===== src/hdl/src_consts.svh =====
// Offsets, field positions, reset values and counts of the reset combiner.
// Assumes only the low 16 address bits reach the combiner's decoder.
`ifndef SRC_CONSTS_SVH
`define SRC_CONSTS_SVH
`define SRC_OFF_CAUSE 16'hF600
`define SRC_OFF_TRIG 16'hF610
`define SRC_OFF_IRQ_STAT 16'hF620
`define SRC_OFF_IRQ_MASK 16'hF630
`define SRC_OFF_CLR_ALIAS 16'h0004
`define SRC_BIT_POR 0
`define SRC_BIT_BOR 1
`define SRC_BIT_IDLE 2
`define SRC_BIT_SLEEP 3
`define SRC_BIT_WATCHDOG_TIMEOUT_FLAG 4
`define SRC_BIT_SWR 6
`define SRC_BIT_EXTERNAL_PIN_FLAG 7
`define SRC_BIT_REGULATOR_STANDBY_KEEP_ON 8
`define SRC_BIT_CMR 9
`define SRC_BIT_TRIG 0
`define SRC_CAUSE_MASK 16'h03DF
`define SRC_CAUSE_POR_VALUE 16'h0003
`define SRC_UPPER_RESET 16'h0000
`define SRC_REQ_IDLE 5'h02
`define SRC_SW_HOLD_CYCLES 4'h4
`define SRC_HTRANS_ACTIVE_BIT 1
`endif


===== src/hdl/src_pkg.sv =====
// Types shared by the reset combiner and its bench.
// Assumes the constants header is compiled alongside.
package src_pkg;
  // Decoded alias slot: base, clear, set and invert, in address order.
  typedef enum logic [1:0] {SRC_ALIAS_BASE, SRC_ALIAS_CLR, SRC_ALIAS_SET, SRC_ALIAS_INV} src_alias_t;
  // Raw reset requests from the source detectors and the pin.
  typedef struct packed {
    logic cfgMismatch;
    logic brownOut;
    logic watchdog;
    logic extPinN;
    logic powerOn;
  } src_req_t;
  // AHB-Lite slave request signals.
  typedef struct packed {
    logic hsel;
    logic [31:0] haddr;
    logic [1:0] htrans;
    logic hwrite;
    logic [2:0] hsize;
    logic [31:0] hwdata;
    logic hready;
  } src_ahb_req_t;
  // AHB-Lite slave response signals.
  typedef struct packed {
    logic [31:0] hrdata;
    logic hreadyout;
    logic hresp;
  } src_ahb_rsp_t;
  // Whole state of the combiner.
  typedef struct packed {
    src_req_t syncA;
    src_req_t syncB;
    logic [15:0] cause;
    logic [15:0] irqStat;
    logic [15:0] irqMask;
    logic [3:0] swCount;
    logic mstRstN;
    logic irq;
    logic dpWrite;
    logic [15:0] dpAddr;
    logic [31:0] hrdata;
  } src_state_t;
endpackage


===== src/hdl/src_reset_combiner.sv =====
// Reset combiner: merges the reset sources into one master reset, keeps
// the reset cause flags, the regulator standby bit and a software trigger.
// Assumes a single AHB-Lite master and the source detectors outside.
`timescale 1ns/1ps
`include "src_consts.svh"

// Behaviour
// - Any source request drives one master reset.
// - Six sources each assert the master reset.
// - Clear, set, invert aliases at plus 4/8/C.
// - Status at F600, trigger at F610; upper zero.
// - Mismatch flag bit 9, hardware set, POR cleared.
// - Regulator standby bit 8, read/write, resets zero.
// - External pin reset sets bit 7.
// - Software reset sets bit 6.
// - Watchdog time-out sets bit 4.
// - Wake from Sleep sets bit 3.
// - Wake from Idle sets bit 2.
// - Brown-out sets bit 1; one after power-on.
// - Power-on sets bit 0; one after power-up.
// - Unimplemented status bits read zero, ignore writes.
// - Status reset value depends on reset kind.
// - Trigger bit starts software reset, reads zero.
module src_reset_combiner #(
  parameter logic [3:0] SW_HOLD = `SRC_SW_HOLD_CYCLES
) (
  input wire logic core_clk,
  input wire logic rst_n,
  input wire src_pkg::src_ahb_req_t ahbReq,
  output src_pkg::src_ahb_rsp_t ahbRsp,
  input wire src_pkg::src_req_t srcReq,
  input wire logic sleepMode,
  input wire logic idleMode,
  input wire logic wakeEvent,
  output logic masterSystemResetN,
  output logic regulatorStandbyKeepOn,
  output logic irq
);

  // Two-stage release of the local reset; stage 0 feeds stage 1 only.
  logic [1:0] rstSync;
  // Local reset, asserted asynchronously and released on a clock edge.
  logic rstLocalN;
  // Registered and next state of the whole block.
  src_pkg::src_state_t s_q;
  src_pkg::src_state_t s_d;
  // Synchronised, active-high requests from outside.
  logic porReq;
  logic extReq;
  logic wdtReq;
  logic borReq;
  logic cmrReq;
  // Bus decode of the address phase now and of the data phase that is completing now.
  logic [15:0] dpBase;
  src_pkg::src_alias_t dpAlias;
  logic addrPhase;
  logic causeWr;
  logic statWr;
  logic maskWr;
  logic trigger;
  // Any reset request in this cycle, including the software stretch.
  logic anyReq;
  // Master reset goes from released to asserted in this cycle.
  logic rstEvent;
  // Hardware set vector of the cause flags.
  logic [15:0] hwSet;

  // Applies the base, clear, set or invert alias to one register.
  function automatic logic [15:0] aliasApply(
    input logic [15:0] q,
    input logic [15:0] w,
    input src_pkg::src_alias_t a
  );
    logic [15:0] r;
    r = q;
    case (a)
      src_pkg::SRC_ALIAS_BASE: r = w;
      src_pkg::SRC_ALIAS_CLR: r = q & ~w;
      src_pkg::SRC_ALIAS_SET: r = q | w;
      src_pkg::SRC_ALIAS_INV: r = q ^ w;
      default: r = q;
    endcase
    return r;
  endfunction

  // Read multiplexer; alias and unmapped addresses read as zero.
  function automatic logic [31:0] readReg(
    input logic [15:0] addr,
    input src_pkg::src_state_t s
  );
    logic [31:0] r;
    r = 32'h00000000;
    case (addr)
      `SRC_OFF_CAUSE: r = {`SRC_UPPER_RESET, s.cause};
      `SRC_OFF_TRIG: r = 32'h00000000;
      `SRC_OFF_IRQ_STAT: r = {`SRC_UPPER_RESET, s.irqStat};
      `SRC_OFF_IRQ_MASK: r = {`SRC_UPPER_RESET, s.irqMask};
      default: r = 32'h00000000;
    endcase
    return r;
  endfunction

  // Reset release synchroniser: assertion is immediate, release waits two edges.
  always_ff @(posedge core_clk or negedge rst_n) begin
    if (!rst_n) begin
      rstSync <= 2'h0;
    end else begin
      rstSync <= {rstSync[0], 1'b1};
    end
  end
  assign rstLocalN = rstSync[1];

  // Requests seen only after both synchroniser stages.
  assign porReq = s_q.syncB.powerOn;
  assign extReq = ~s_q.syncB.extPinN;
  assign wdtReq = s_q.syncB.watchdog;
  assign borReq = s_q.syncB.brownOut;
  assign cmrReq = s_q.syncB.cfgMismatch;

  // The alias slot sits in address bits 3:2 of every register base.
  assign dpBase = {s_q.dpAddr[15:4], 4'h0};
  assign dpAlias = src_pkg::src_alias_t'(s_q.dpAddr[3:2]);
  assign addrPhase = ahbReq.hsel & ahbReq.hready & ahbReq.htrans[`SRC_HTRANS_ACTIVE_BIT];
  assign causeWr = s_q.dpWrite && (dpBase == `SRC_OFF_CAUSE);
  assign statWr = s_q.dpWrite && (dpBase == `SRC_OFF_IRQ_STAT);
  assign maskWr = s_q.dpWrite && (dpBase == `SRC_OFF_IRQ_MASK);
  // A clear alias write can only lower the bit, so it never fires.
  assign trigger = s_q.dpWrite && (dpBase == `SRC_OFF_TRIG)
                   && (dpAlias != src_pkg::SRC_ALIAS_CLR)
                   && ahbReq.hwdata[`SRC_BIT_TRIG];

  // Every source, and the software stretch, asserts the master reset.
  assign anyReq = porReq | extReq | wdtReq | borReq | cmrReq | trigger
                  | (s_q.swCount != 4'h0);
  assign rstEvent = s_q.mstRstN & anyReq;

  // Next-state logic of the whole block.
  always_comb begin
    s_d = s_q;
    // Second stage reads the first; nothing else looks at stage one.
    s_d.syncA = srcReq;
    s_d.syncB = s_q.syncA;

    // Hardware set sources of the cause flags.
    hwSet = 16'h0000;
    hwSet[`SRC_BIT_POR] = porReq;
    hwSet[`SRC_BIT_BOR] = borReq | porReq;
    hwSet[`SRC_BIT_IDLE] = idleMode & (wakeEvent | rstEvent);
    hwSet[`SRC_BIT_SLEEP] = sleepMode & (wakeEvent | rstEvent);
    hwSet[`SRC_BIT_WATCHDOG_TIMEOUT_FLAG] = wdtReq;
    hwSet[`SRC_BIT_SWR] = trigger;
    hwSet[`SRC_BIT_EXTERNAL_PIN_FLAG] = extReq;
    hwSet[`SRC_BIT_CMR] = cmrReq;

    // Software write first, hardware set second, so a set beats a clear.
    if (causeWr) begin
      s_d.cause = aliasApply(s_q.cause, ahbReq.hwdata[15:0], dpAlias);
    end
    // A power-on restarts the cause record from its power-on image.
    if (porReq) begin
      s_d.cause = `SRC_CAUSE_POR_VALUE;
    end else begin
      s_d.cause = s_d.cause | hwSet;
    end
    // Unimplemented bits never hold a one.
    s_d.cause = s_d.cause & `SRC_CAUSE_MASK;

    // Interrupt status: a base write is write-one-to-clear.
    if (statWr) begin
      if (dpAlias == src_pkg::SRC_ALIAS_BASE) begin
        s_d.irqStat = s_q.irqStat & ~ahbReq.hwdata[15:0];
      end else begin
        s_d.irqStat = aliasApply(s_q.irqStat, ahbReq.hwdata[15:0], dpAlias);
      end
    end
    s_d.irqStat = (s_d.irqStat | hwSet) & `SRC_CAUSE_MASK;
    // Mask register shares the status layout.
    if (maskWr) begin
      s_d.irqMask = aliasApply(s_q.irqMask, ahbReq.hwdata[15:0], dpAlias) & `SRC_CAUSE_MASK;
    end
    s_d.irq = |(s_d.irqStat & s_d.irqMask);

    // Software reset is stretched so every consumer sees it.
    if (trigger) begin
      s_d.swCount = SW_HOLD;
    end else if (s_q.swCount != 4'h0) begin
      s_d.swCount = s_q.swCount - 4'h1;
    end
    // Released on a clock edge, once no request remains.
    s_d.mstRstN = ~anyReq;

    // Bus: capture the address phase; read data reflects the next state,
    // so a read right after a write sees the written value.
    s_d.dpWrite = addrPhase & ahbReq.hwrite;
    if (addrPhase) begin
      s_d.dpAddr = ahbReq.haddr[15:0];
    end
    if (addrPhase && !ahbReq.hwrite) begin
      s_d.hrdata = readReg(ahbReq.haddr[15:0], s_d);
    end
  end

  // Single state register; the status flags ride through the master reset.
  always_ff @(posedge core_clk or negedge rstLocalN) begin
    if (!rstLocalN) begin
      s_q <= '0;
      s_q.syncA <= `SRC_REQ_IDLE;
      s_q.syncB <= `SRC_REQ_IDLE;
      s_q.cause <= `SRC_CAUSE_POR_VALUE;
      s_q.irqStat <= 16'h0000;
      s_q.irqMask <= 16'h0000;
      s_q.mstRstN <= 1'b0;
      s_q.dpAddr <= 16'h0000;
      s_q.hrdata <= 32'h00000000;
    end else begin
      s_q <= s_d;
    end
  end

  // Outputs straight from flip-flops; the slave never stalls or errors.
  // One assignment drives the whole response, so no tool sees several writers of one variable.
  assign ahbRsp = '{hrdata: s_q.hrdata, hreadyout: 1'b1, hresp: 1'b0};
  assign masterSystemResetN = s_q.mstRstN;
  assign regulatorStandbyKeepOn = s_q.cause[`SRC_BIT_REGULATOR_STANDBY_KEEP_ON];
  assign irq = s_q.irq;
endmodule


===== config.mk =====
export PLATFORM = sky130hd
export DESIGN_NAME = src_reset_combiner
export DESIGN_NICKNAME = d
export VERILOG_FILES = /design/src/hdl/src_pkg.sv /design/src/hdl/src_reset_combiner.sv
export VERILOG_INCLUDE_DIRS = /design/src /design/src/hdl
export SDC_FILE = /design/constraint.sdc
export NUM_CORES = 1
export LEC_CHECK = 0
export BUFFER_PORTS_ARGS = -buffer_cell sky130_fd_sc_hd__buf_2
export CORE_ASPECT_RATIO = 1.25
export CORE_MARGIN = 5
export CORE_UTILIZATION = 35
export CTS_CLUSTER_DIAMETER = 80
export CTS_CLUSTER_SIZE = 8
export DETAILED_ROUTE_END_ITERATION = 7
export GPL_TIMING_DRIVEN = 0
export SYNTH_ARGS = -nofsm -noshare
export SYNTH_HDL_FRONTEND = slang
export SYNTH_SLANG_ARGS = --single-unit

===== constraint.sdc =====
create_clock -name core_clk -period 2.2 [get_ports core_clk]
set_input_delay 0.44 -clock core_clk [delete_from_list [all_inputs] [get_ports core_clk]]
set_output_delay 0.44 -clock core_clk [all_outputs]
set_load 0.01 [all_outputs]

# Yosys cells after proc, flatten, opt, wreduce, memory -nomap -nowiden
# Cells that the tools add are included.
# totals
regBits,101
input_bits,82
output_inout_bits,37
wordCells,84
# classes
add_sub_neg,1
n_eq_ne,11
mux,11
bitwise_logic,29
reduce_logical,12
# ops
cell,n
$pmux W10 S4,2
$or A10 B10 Y10,5
$eq A12 B12 Y1 const B,4
$eq A16 B16 Y1 const B,3
$pmux W16 S3,1
$mux W10,4
$and A10 B10 Y10,3
$pmux W10 S3,1
$xor A10 B10 Y10,3
$and A10 B16 Y16,1
$mux W16,1
$reduce_or A16 Y1,1
$not A10 Y10,1
$mux W4,2
$or A1 B1 Y1,8
$logic_and A1 B1 Y1,7
$and A1 B1 Y1,6
$eq A2 B2 Y1 const B,2
$reduce_bool A4 Y1,1
$sub A4 B1 Y4 const B,1
$eq A2 B1 Y1 const B,1
$logic_not A2 Y1,1
$ne A2 B1 Y1 const B,1
$not A1 Y1,2
2 further kinds,2

# Logic depth before layout (Yosys ltp)
# Gate-level depths: netlist (run 1).
# depth
word_depth,13
mapped_depth,8
ltp_nobuf,8

# Worst setup path after synthesis (run 1)
# Ideal clock, no wire load.
# synth_path
kind,reg-to-reg
startpoint,register s_q (netlist bit dpBase[11])
endpoint,register s_q (netlist bit irq)
setup_time_ps,140
arrival_time_ps,2008
required_time_ps,2060
slack_ps,52
path_stages_with_launch,8
n_path_buf,2
period_less_slack_ps,2148
cell_sequence,dfrtp_1 nand4bb_4 or4_1 buf_2 buf_6 a211o_1 a222oi_1 nand4_1
# synth_rtl
item,line_no,text
start: declaration,src_reset_combiner.sv:45,src_pkg::src_state_t s_q;

==> results.cfg, run 1 <==
[hold_path]
holdCritPathClass = flip-flop to async pin

[timing]
finalSetupViolCount = 2
tightest_slew_ps = 732
fin_crit_sh_pct = 104
fin_crit_ps = 2280
rsz0062_at_grt = true
hold_violations = 0
holdWs_ps = 195
final.setup.worst_slack_ps = -83.0
skew_ps = 8.69
drv_slew = 0
slew_headroom_pct = 51.2
max_freq_mhz = 438

[synth]
async_reset_ff_share_pct = 100
synth_edf_count = 0
synth-main-ff-cell = dfrtp_1
ys_types = 53
syn_area_per_cell_um2 = 10.4
syn-cell-area_um2 = 5240
yosysWarnings = 0
synth-seq-cells = 83
ys_seq_area_share_pct = 39.7
synthCells = 502

[final_layout]
nets = 736
instances_no_fill = 785
final_common_cell = dfrtp_1
syn_to_final_growth_pct = 22.4
finish.utilization_pct = 43.3
final_cell_mix = 77 x dfrtp_1, 65 x inv_1, 56 x buf_2, 56 x ha_1, 49 x buf_4
drive_gt1_share_pct = 31.8
num_antenna_cells = 0
nFillCells = 1388

[clock_network]
clk-insertion-delay-late_ps = 340
path_clk_slew_ps = 60
cts_sinks = 83
htreeDepth = 3
cts_buffer_depth = 2
cts_root_buf = clkbuf_16
cts_tree = done
numCtsBuffers = 9

[floorplan]
start_util_pct = 35.4
row_count = 50
die_w_um = 119
die_h_um = 147
pin_count = 119
fp.dieArea_um2 = 17500
core-area_um2 = 14800

[worst_setup_path]
cpMaxStageDelayCell = or4_4
cp_num_buf_inv = 1
max_stage_delay_ps = 560
arrival_ps = 2470
required_ps = 2390
path_cells = nand4b_1 > or4_4 > buf_8 > a211o_1 > a222oi_1 > nand4_1
crit_family = simple AND/OR/NAND/NOR gates
startpoint_type = flip-flop
crit_fanout = 6
end_kind = flip-flop
criticalPathCategory = flip-flop to flip-flop

[drt]
wl_per_cell_um = 17.0
wl_mm = 13.3
drc = 0
drtAntennaViolNets = 0
vias = 3913
drt_iter0_drc = 223
via_per_inst = 4.98
firstDrtPassIters = 5

[global_route]
grt_pass1_wl_mm = 21.1
grt_pass1_vias = 3984
track_usage_pct = 15.2
grt_max_degree = 67
antenna_found_initial = 0
gr-total-overflow = 0

[placement]
finalWeightedCongestion = 0.791
pre_cts_ws_ps = -588
hpwl_mm = 9.58
io_buffers = 55
place_inst = 757

[flow_run]
maxCapViolCount = 0

[power_and_ir_drop]
finalPower_mw = 4.13
peakVddDrop_mv = 0.444
p_leak_nw = 3.15
power_density_nw_per_um2 = 644

[run_status]
violations = negative setup slack
status = finished with violations
-- layout make-up --
type	count	area, um2	share of cell area (%)
inverters	65	244	3.80
multi-input cells	316	2760	43.0
well taps	182	228	3.55
repair buffers	70	423	6.59
plain buffers	53	374	5.83
clock buffers	9	225	3.51
flip-flops and latches	83	2090	32.5
clock inverters	7	78.8	1.23
-- cells in the mapped netlist, types with 11 or more instances --
library cell | count | area (um2)
clkbuf_1 | 12 | 45.0
inv_1 | 65 | 244
dfrtp_1 | 79 | 1980
o21ai_0 | 25 | 125
ha_1 | 56 | 701
mux2_2 | 16 | 180
nor2_1 | 20 | 75.1
nor2b_1 | 11 | 68.8
nand2_1 | 38 | 143
nand2b_1 | 13 | 81.3
mux2i_1 | 18 | 180
mux4_2 | 18 | 405
a21oi_1 | 12 | 60.1
buf_4 | 34 | 255
-- timing repair --
action                     4_1_cts  5_1_grt
resized for setup               23       23
hold buffers                     1        0
gates cloned                     0        0
buffers inserted                11        2
setup endpoints to repair       22       10
pin swaps                        8        8
hold endpoints to repair         2        0
-- stage by stage --
step / setup TNS, ps / cell area, um2
floorplan: 0 / 5310
finish: -105 / 6420
global route: -403 / 6420
CTS: -186 / 6330
detailed placement: -5480 / 5840
global placement: -4530 / 5810
-- layer usage --
| metal | up-vias | track usage (%) | routed length [um] |
|---|---|---|---|
| met4 | 0 | 5.90 | 360 |
| li1 | 1844 | - | - |
| met2 | 140 | 26.2 | 6640 |
| met3 | 27 | 2.31 | 808 |
| met5 | - | 0 | 0 |
| met1 | 1902 | 19.3 | 5520 |
-- where the power goes --
part | switching [mW] | leakage [nW] | internal (mW)
Sequential | 0.0962 | 0.999 | 1.64
Clock | 0.657 | 0.138 | 0.885
Combinational | 0.435 | 2.01 | 0.425
-- state kept, by name, summed over array words and instances (netlist names), 2 cells and up --
| register | cells |
|---|---|
| ahbRsp | 16 |
| s_d | 5 |
| dpAlias | 2 |
| s_q | 39 |
| rstSync | 2 |
| dpBase | 12 |
-- logic make-up after synthesis --
kind of cell / share of synthesized area [%]
adders and majority gates: 13.4
xor gates and xnor gates: 0.334
other: 0.143
and+or+nand+nor: 12.5
buffers and inverters: 11.3
AOI/OAI and AO/OA: 8.07
muxes: 14.6
DFF: 39.7
-- worst paths after layout --
check,startpoint,endpoint,slack [ps],cells past startpoint
min in group core_clk,srcReq[1],s_d[104]$_DFF_PN1_,200,1
worst min-delay path,rstSync[1]$_DFF_PN0_,s_d[103]$_DFF_PN0_,190,0
worst min register to register,rstSync[1]$_DFF_PN0_,s_d[103]$_DFF_PN0_,190,0
max in group asynchronous,rstSync[1]$_DFF_PN0_,s_q[88]$_DFF_PN1_,1370,1
worst max-delay path,dpBase[4]$_DFFE_PN0P_,irq$_DFF_PN0_,-80,6
worst max register to register,dpBase[4]$_DFFE_PN0P_,irq$_DFF_PN0_,-80,6
(Power assumes the default switching activity.)
==> run 2: changes to the inputs <==
--- a/config.mk
+++ b/config.mk
@@ -7,13 +7,15 @@
 export NUM_CORES = 1
 export LEC_CHECK = 0
 export BUFFER_PORTS_ARGS = -buffer_cell sky130_fd_sc_hd__buf_2
+export CAP_MARGIN = 20
 export CORE_ASPECT_RATIO = 1.25
 export CORE_MARGIN = 5
-export CORE_UTILIZATION = 35
+export CORE_UTILIZATION = 49
 export CTS_CLUSTER_DIAMETER = 80
 export CTS_CLUSTER_SIZE = 8
 export DETAILED_ROUTE_END_ITERATION = 7
 export GPL_TIMING_DRIVEN = 0
+export PLACE_DENSITY = 0.76
 export SYNTH_ARGS = -nofsm -noshare
 export SYNTH_HDL_FRONTEND = slang
 export SYNTH_SLANG_ARGS = --single-unit
==> results.cfg, run 2 (synthesis gave the netlist of run 1 again) <==
[placement]
finalWeightedCongestion = 0.834
hpwl_mm = 9.08
io_buffers = 55
pre_cts_ws_ps = -505

[clock_network]
cts_sinks = 83
numCtsBuffers = 9
htreeDepth = 3
cts_root_buf = clkbuf_16
cts_tree = done
path_clk_slew_ps = 60
clk-insertion-delay-late_ps = 340
cts_buffer_depth = 2

[drt]
wl_mm = 12.9
wl_per_cell_um = 17.5
drt_iter0_drc = 229
vias = 4031
drtAntennaViolNets = 0
firstDrtPassIters = 7
drc = 1
via_per_inst = 5.46

[floorplan]
row_count = 42
die_h_um = 126
start_util_pct = 49.6
pin_count = 119
core-area_um2 = 10600
die_w_um = 103
fp.dieArea_um2 = 12900

[timing]
slew_headroom_pct = 58.3
drv_slew = 0
skew_ps = 7.04
final.setup.worst_slack_ps = -175
hold_violations = 0
tightest_slew_ps = 625
finalSetupViolCount = 2
max_freq_mhz = 421
fin_crit_sh_pct = 108
holdWs_ps = 192
fin_crit_ps = 2370
rsz0062_at_grt = true

[final_layout]
num_antenna_cells = 0
regMostFlops = s_q
largest_register_ffs = 39
ff_latch_area_um2 = 2090
finish.utilization_pct = 60.9
syn_to_final_growth_pct = 22.6
drive_gt1_share_pct = 32.8
final_common_cell = dfrtp_1
nFillCells = 813
final_cell_mix = 77 x dfrtp_1, 65 x inv_1, 57 x buf_2, 56 x ha_1, 52 x buf_4
multi_input_area_um2 = 2800
nets = 739

[worst_setup_path]
arrival_ps = 2570
criticalPathCategory = flip-flop to flip-flop
end_kind = flip-flop
required_ps = 2390
startpoint_type = flip-flop
crit_fanout = 6

[flow_run]
maxCapViolCount = 0

[global_route]
antenna_found_initial = 0
grt_pass1_vias = 4252
grt_max_degree = 56
grt_pass1_wl_mm = 20.5
track_usage_pct = 20.5
gr-total-overflow = 0

[power_and_ir_drop]
finalPower_mw = 4.27
p_leak_nw = 3.21
power_density_nw_per_um2 = 663
peakVddDrop_mv = 0.602

[hold_path]
holdCritPathClass = input port to flip-flop

[run_status]
violations = design-rule violations, negative setup slack
status = finished with violations
## run 2: through the flow
stage               area [um2]  TNS, ps  cells
detailed placement        5780    -3820    707
global route              6430     -355    738
CTS                       6300     -150    736
finish                    6430     -192    738
floorplan                 5310        0    519
global placement          5750    -3920    706
## run 2: where the power goes
group          internal [mW]  switching, mW  leakage [nW]
Sequential              1.64          0.102         0.999
Clock                   1.05          0.599         0.159
Combinational          0.427          0.447          2.05
## run 2: timing repair
| item | in CTS | in global routing |
|---|---|---|
| resized for setup | 27 | 26 |
| buffers inserted | 12 | 3 |
| pin swaps | 9 | 13 |
| hold buffers | 1 | 0 |
| setup endpoints to repair | 15 | 10 |
| endpoints found under the hold margin | 2 | 0 |
## run 2: per-layer routing
layer	up-vias	global-route usage (%)	wire [um]
met3	34	4.92	964
met1	1979	23.9	4800
met4	0	9.81	422
met5	-	0	0
met2	173	35.0	6720
li1	1845	-	-
## run 2: worst paths after layout
path | startpoint | to | slack (ps) | cells after the start
worst max-delay path | dpBase[11]$_DFFE_PN0P_ | irq$_DFF_PN0_ | -170 | 7
worst min-delay path | srcReq[1] | s_d[104]$_DFF_PN1_ | 190 | 1
worst max register to register | dpBase[11]$_DFFE_PN0P_ | irq$_DFF_PN0_ | -170 | 7
worst min register to register | rstSync[1]$_DFF_PN0_ | dpBase[7]$_DFFE_PN0P_ | 250 | 0
max in group asynchronous | rstSync[1]$_DFF_PN0_ | s_q[88]$_DFF_PN1_ | 1300 | 1
min in group asynchronous | rstSync[1]$_DFF_PN0_ | dpBase[7]$_DFFE_PN0P_ | 250 | 0
## run 2: final cells by class
cell class              count  share of cell area [%]
clock inverters             4                    1.13
clock buffers              12                    3.99
well taps                 132                    2.57
plain buffers              54                    5.90
inverters                  65                    3.79
multi-input cells         316                    43.5
repair buffers             72                    6.67
flip-flops and latches     83                    32.5
## run 2: critical path: stages, from the launching register on
cell and delay [ps]:
dfrtp_1 370, nand4bb_4 230, or4_4 570, buf_8 160
nand2_1 80, o211ai_1 150, a222oi_1 500, nand4_1 180
==> run 3: changes to the inputs <==
--- a/config.mk
+++ b/config.mk
@@ -15,7 +15,7 @@
 export CTS_CLUSTER_SIZE = 8
 export DETAILED_ROUTE_END_ITERATION = 7
 export GPL_TIMING_DRIVEN = 0
-export PLACE_DENSITY = 0.76
+export PLACE_DENSITY = 0.73
 export SYNTH_ARGS = -nofsm -noshare
 export SYNTH_HDL_FRONTEND = slang
 export SYNTH_SLANG_ARGS = --single-unit
==> constraint.sdc (replaced) <==
create_clock -name core_clk -period 2.6 [get_ports core_clk]
set_input_delay 0.52 -clock core_clk [delete_from_list [all_inputs] [get_ports core_clk]]
set_output_delay 0.52 -clock core_clk [all_outputs]
set_load 0.01 [all_outputs]
==> results.cfg, run 3 (synthesis gave the netlist of run 1 again) <==
[timing]
finalSetupViolCount = 0
rsz0062_at_grt = false
slew_headroom_pct = 56.8
skew_ps = 7.28
tightest_slew_ps = 648
fin_crit_ps = 2500
fin_crit_sh_pct = 96.1
drv_slew = 0
hold_violations = 0
tns_ps = 0
max_freq_mhz = 400

[drt]
wl_mm = 12.1
firstDrtPassIters = 4
vias = 3857
wl_per_cell_um = 16.6
drtAntennaViolNets = 0
drc = 0
drt_iter0_drc = 225
via_per_inst = 5.32

[worst_setup_path]
required_ps = 2790
end_kind = flip-flop
startpoint_type = flip-flop
path_cells = nand4bb_4 > or4_1 > buf_4 > buf_6 > a211o_1 > a222oi_1 > nand4_1
cpMaxStageDelayCell = or4_1
max_stage_delay_ps = 500
crit_fanout = 10
criticalPathCategory = flip-flop to flip-flop
arrival_ps = 2690

[power_and_ir_drop]
pwr-share-clk_pct = 38.2
peakVddDrop_mv = 0.437
finalPower_mw = 3.49
power_density_nw_per_um2 = 569
p_leak_nw = 3.07
seqPwrFrac_pct = 42.1
intPower_mw = 2.56
p_switching_mw = 0.930
switching_share_pct = 26.7
combPwrFrac_pct = 19.7

[placement]
io_buffers = 55
finalWeightedCongestion = 0.798
hpwl_mm = 8.99

[global_route]
grt_pass1_wl_mm = 19.4
gr-total-overflow = 0
antenna_found_initial = 0
grt_pass1_vias = 3951
track_usage_pct = 19.5
grt_max_degree = 56

[final_layout]
drive_gt1_share_pct = 27.8
num_antenna_cells = 0
finish.utilization_pct = 58.1
final_cell_mix = 78 x dfrtp_1, 65 x inv_1, 59 x buf_2, 56 x ha_1, 38 x nand2_1
nets = 726
syn_to_final_growth_pct = 17.0
regMostFlops = s_q
largest_register_ffs = 39
final_common_cell = dfrtp_1

[clock_network]
cts_root_buf = clkbuf_16
path_clk_slew_ps = 60
cts_sinks = 83
cts_buffer_depth = 2
numCtsBuffers = 9
cts_tree = done
clk-insertion-delay-late_ps = 340
htreeDepth = 3

[floorplan]
start_util_pct = 49.6
core-area_um2 = 10600
die_w_um = 103
fp.dieArea_um2 = 12900
die_h_um = 126
row_count = 42
pin_count = 119

[flow_run]
maxCapViolCount = 0

[run_status]
status = completed

[hold_path]
holdCritPathClass = flip-flop to async pin
## run 3: cell count changes in the layout (fill, tap and decap cells not counted), moves of 2 or more
| cell | previous run | this run |
|---|---|---|
| a21oi_1 | 9 | 12 |
| clkbuf_1 | 8 | 11 |
| mux2i_1 | 16 | 18 |
| o21ai_0 | 21 | 25 |
| o21ai_2 | 2 | 0 |
| a211o_4 | 2 | 0 |
| clkbuf_8 | 3 | 0 |
| nor3_1 | 5 | 7 |
| buf_4 | 52 | 37 |
| clkbuf_2 | 2 | 4 |
| buf_2 | 57 | 59 |
| a211o_2 | 0 | 2 |
| clkbuf_4 | 2 | 0 |
| a21oi_2 | 2 | 0 |
## run 3: routing by layer
layer  up-vias  track usage, %  share of wire [%]
met2       116            31.8                 52
met5         -               0                  0
met4         0            9.34                2.4
li1       1825               -                  -
met3        17            3.60                6.2
met1      1899            24.6                 40
## run 3: per-stage QoR
| step | std cells | instance area [um2] | worst slack (ps) | hold slack, ps |
|---|---|---|---|---|
| CTS | 724 | 6110 | 21.8 | 260 |
| global route | 725 | 6130 | 25.8 | 275 |
| floorplan | 519 | 5310 | 124 | 224 |
| global placement | 706 | 5750 | -831 | 305 |
| finish | 725 | 6130 | 101 | 248 |
| detailed placement | 707 | 5780 | -147 | 259 |
## run 3: power groups by stage
| stage | clock network (mW) | logic, mW | registers [mW] |
|---|---|---|---|
| global route | 1.42 | 0.765 | 1.48 |
| finish | 1.33 | 0.686 | 1.47 |
| floorplan | 0 | 0.498 | 1.47 |
| detailed placement | 0 | 0.677 | 1.49 |
| CTS | 1.36 | 0.683 | 1.47 |
| global placement | 0 | 0.620 | 1.49 |
## run 3: timing repair
| action | CTS | global route |
|---|---|---|
| endpoints found under the hold margin | 2 | 0 |
| setup endpoints to repair | 2 | 2 |
| gates resized for setup | 2 | 11 |
| pin swaps | 0 | 4 |
| buffers inserted | 0 | 1 |
| hold buffers | 1 | 0 |
## run 3: critical path: cells and delay by family, from the launching register on
family	cells	cell delay, ps
AOI/OAI and AO/OA	2	700
buffers and inverters	2	330
DFF	1	380
and+or+nand+nor	3	940
## run 3: path summary, 6_finish.rpt
path	from	endpoint	slack, ps	cells past startpoint
worst max-delay path	dpBase[8]$_DFFE_PN0P_	irq$_DFF_PN0_	100	7
worst min-delay path	rstSync[1]$_DFF_PN0_	s_q[53]$_DFFE_PN0P_	250	0
worst max register to register	dpBase[8]$_DFFE_PN0P_	irq$_DFF_PN0_	100	7
worst min register to register	rstSync[1]$_DFF_PN0_	s_q[53]$_DFFE_PN0P_	250	0
max in group asynchronous	rstSync[1]$_DFF_PN0_	s_q[88]$_DFF_PN1_	1710	1
min in group core_clk	srcReq[1]	s_d[104]$_DFF_PN1_	280	1
## run 3: final cells by class
cell class              instances  area, um2
inverters                      65        244
fillers                       905       4430
multi-input cells             316       2650
well taps                     132        165
flip-flops and latches         83       2090
repair buffers                 58        320
clock buffers                  11        233
plain buffers                  55        359
clock inverters                 5       77.6
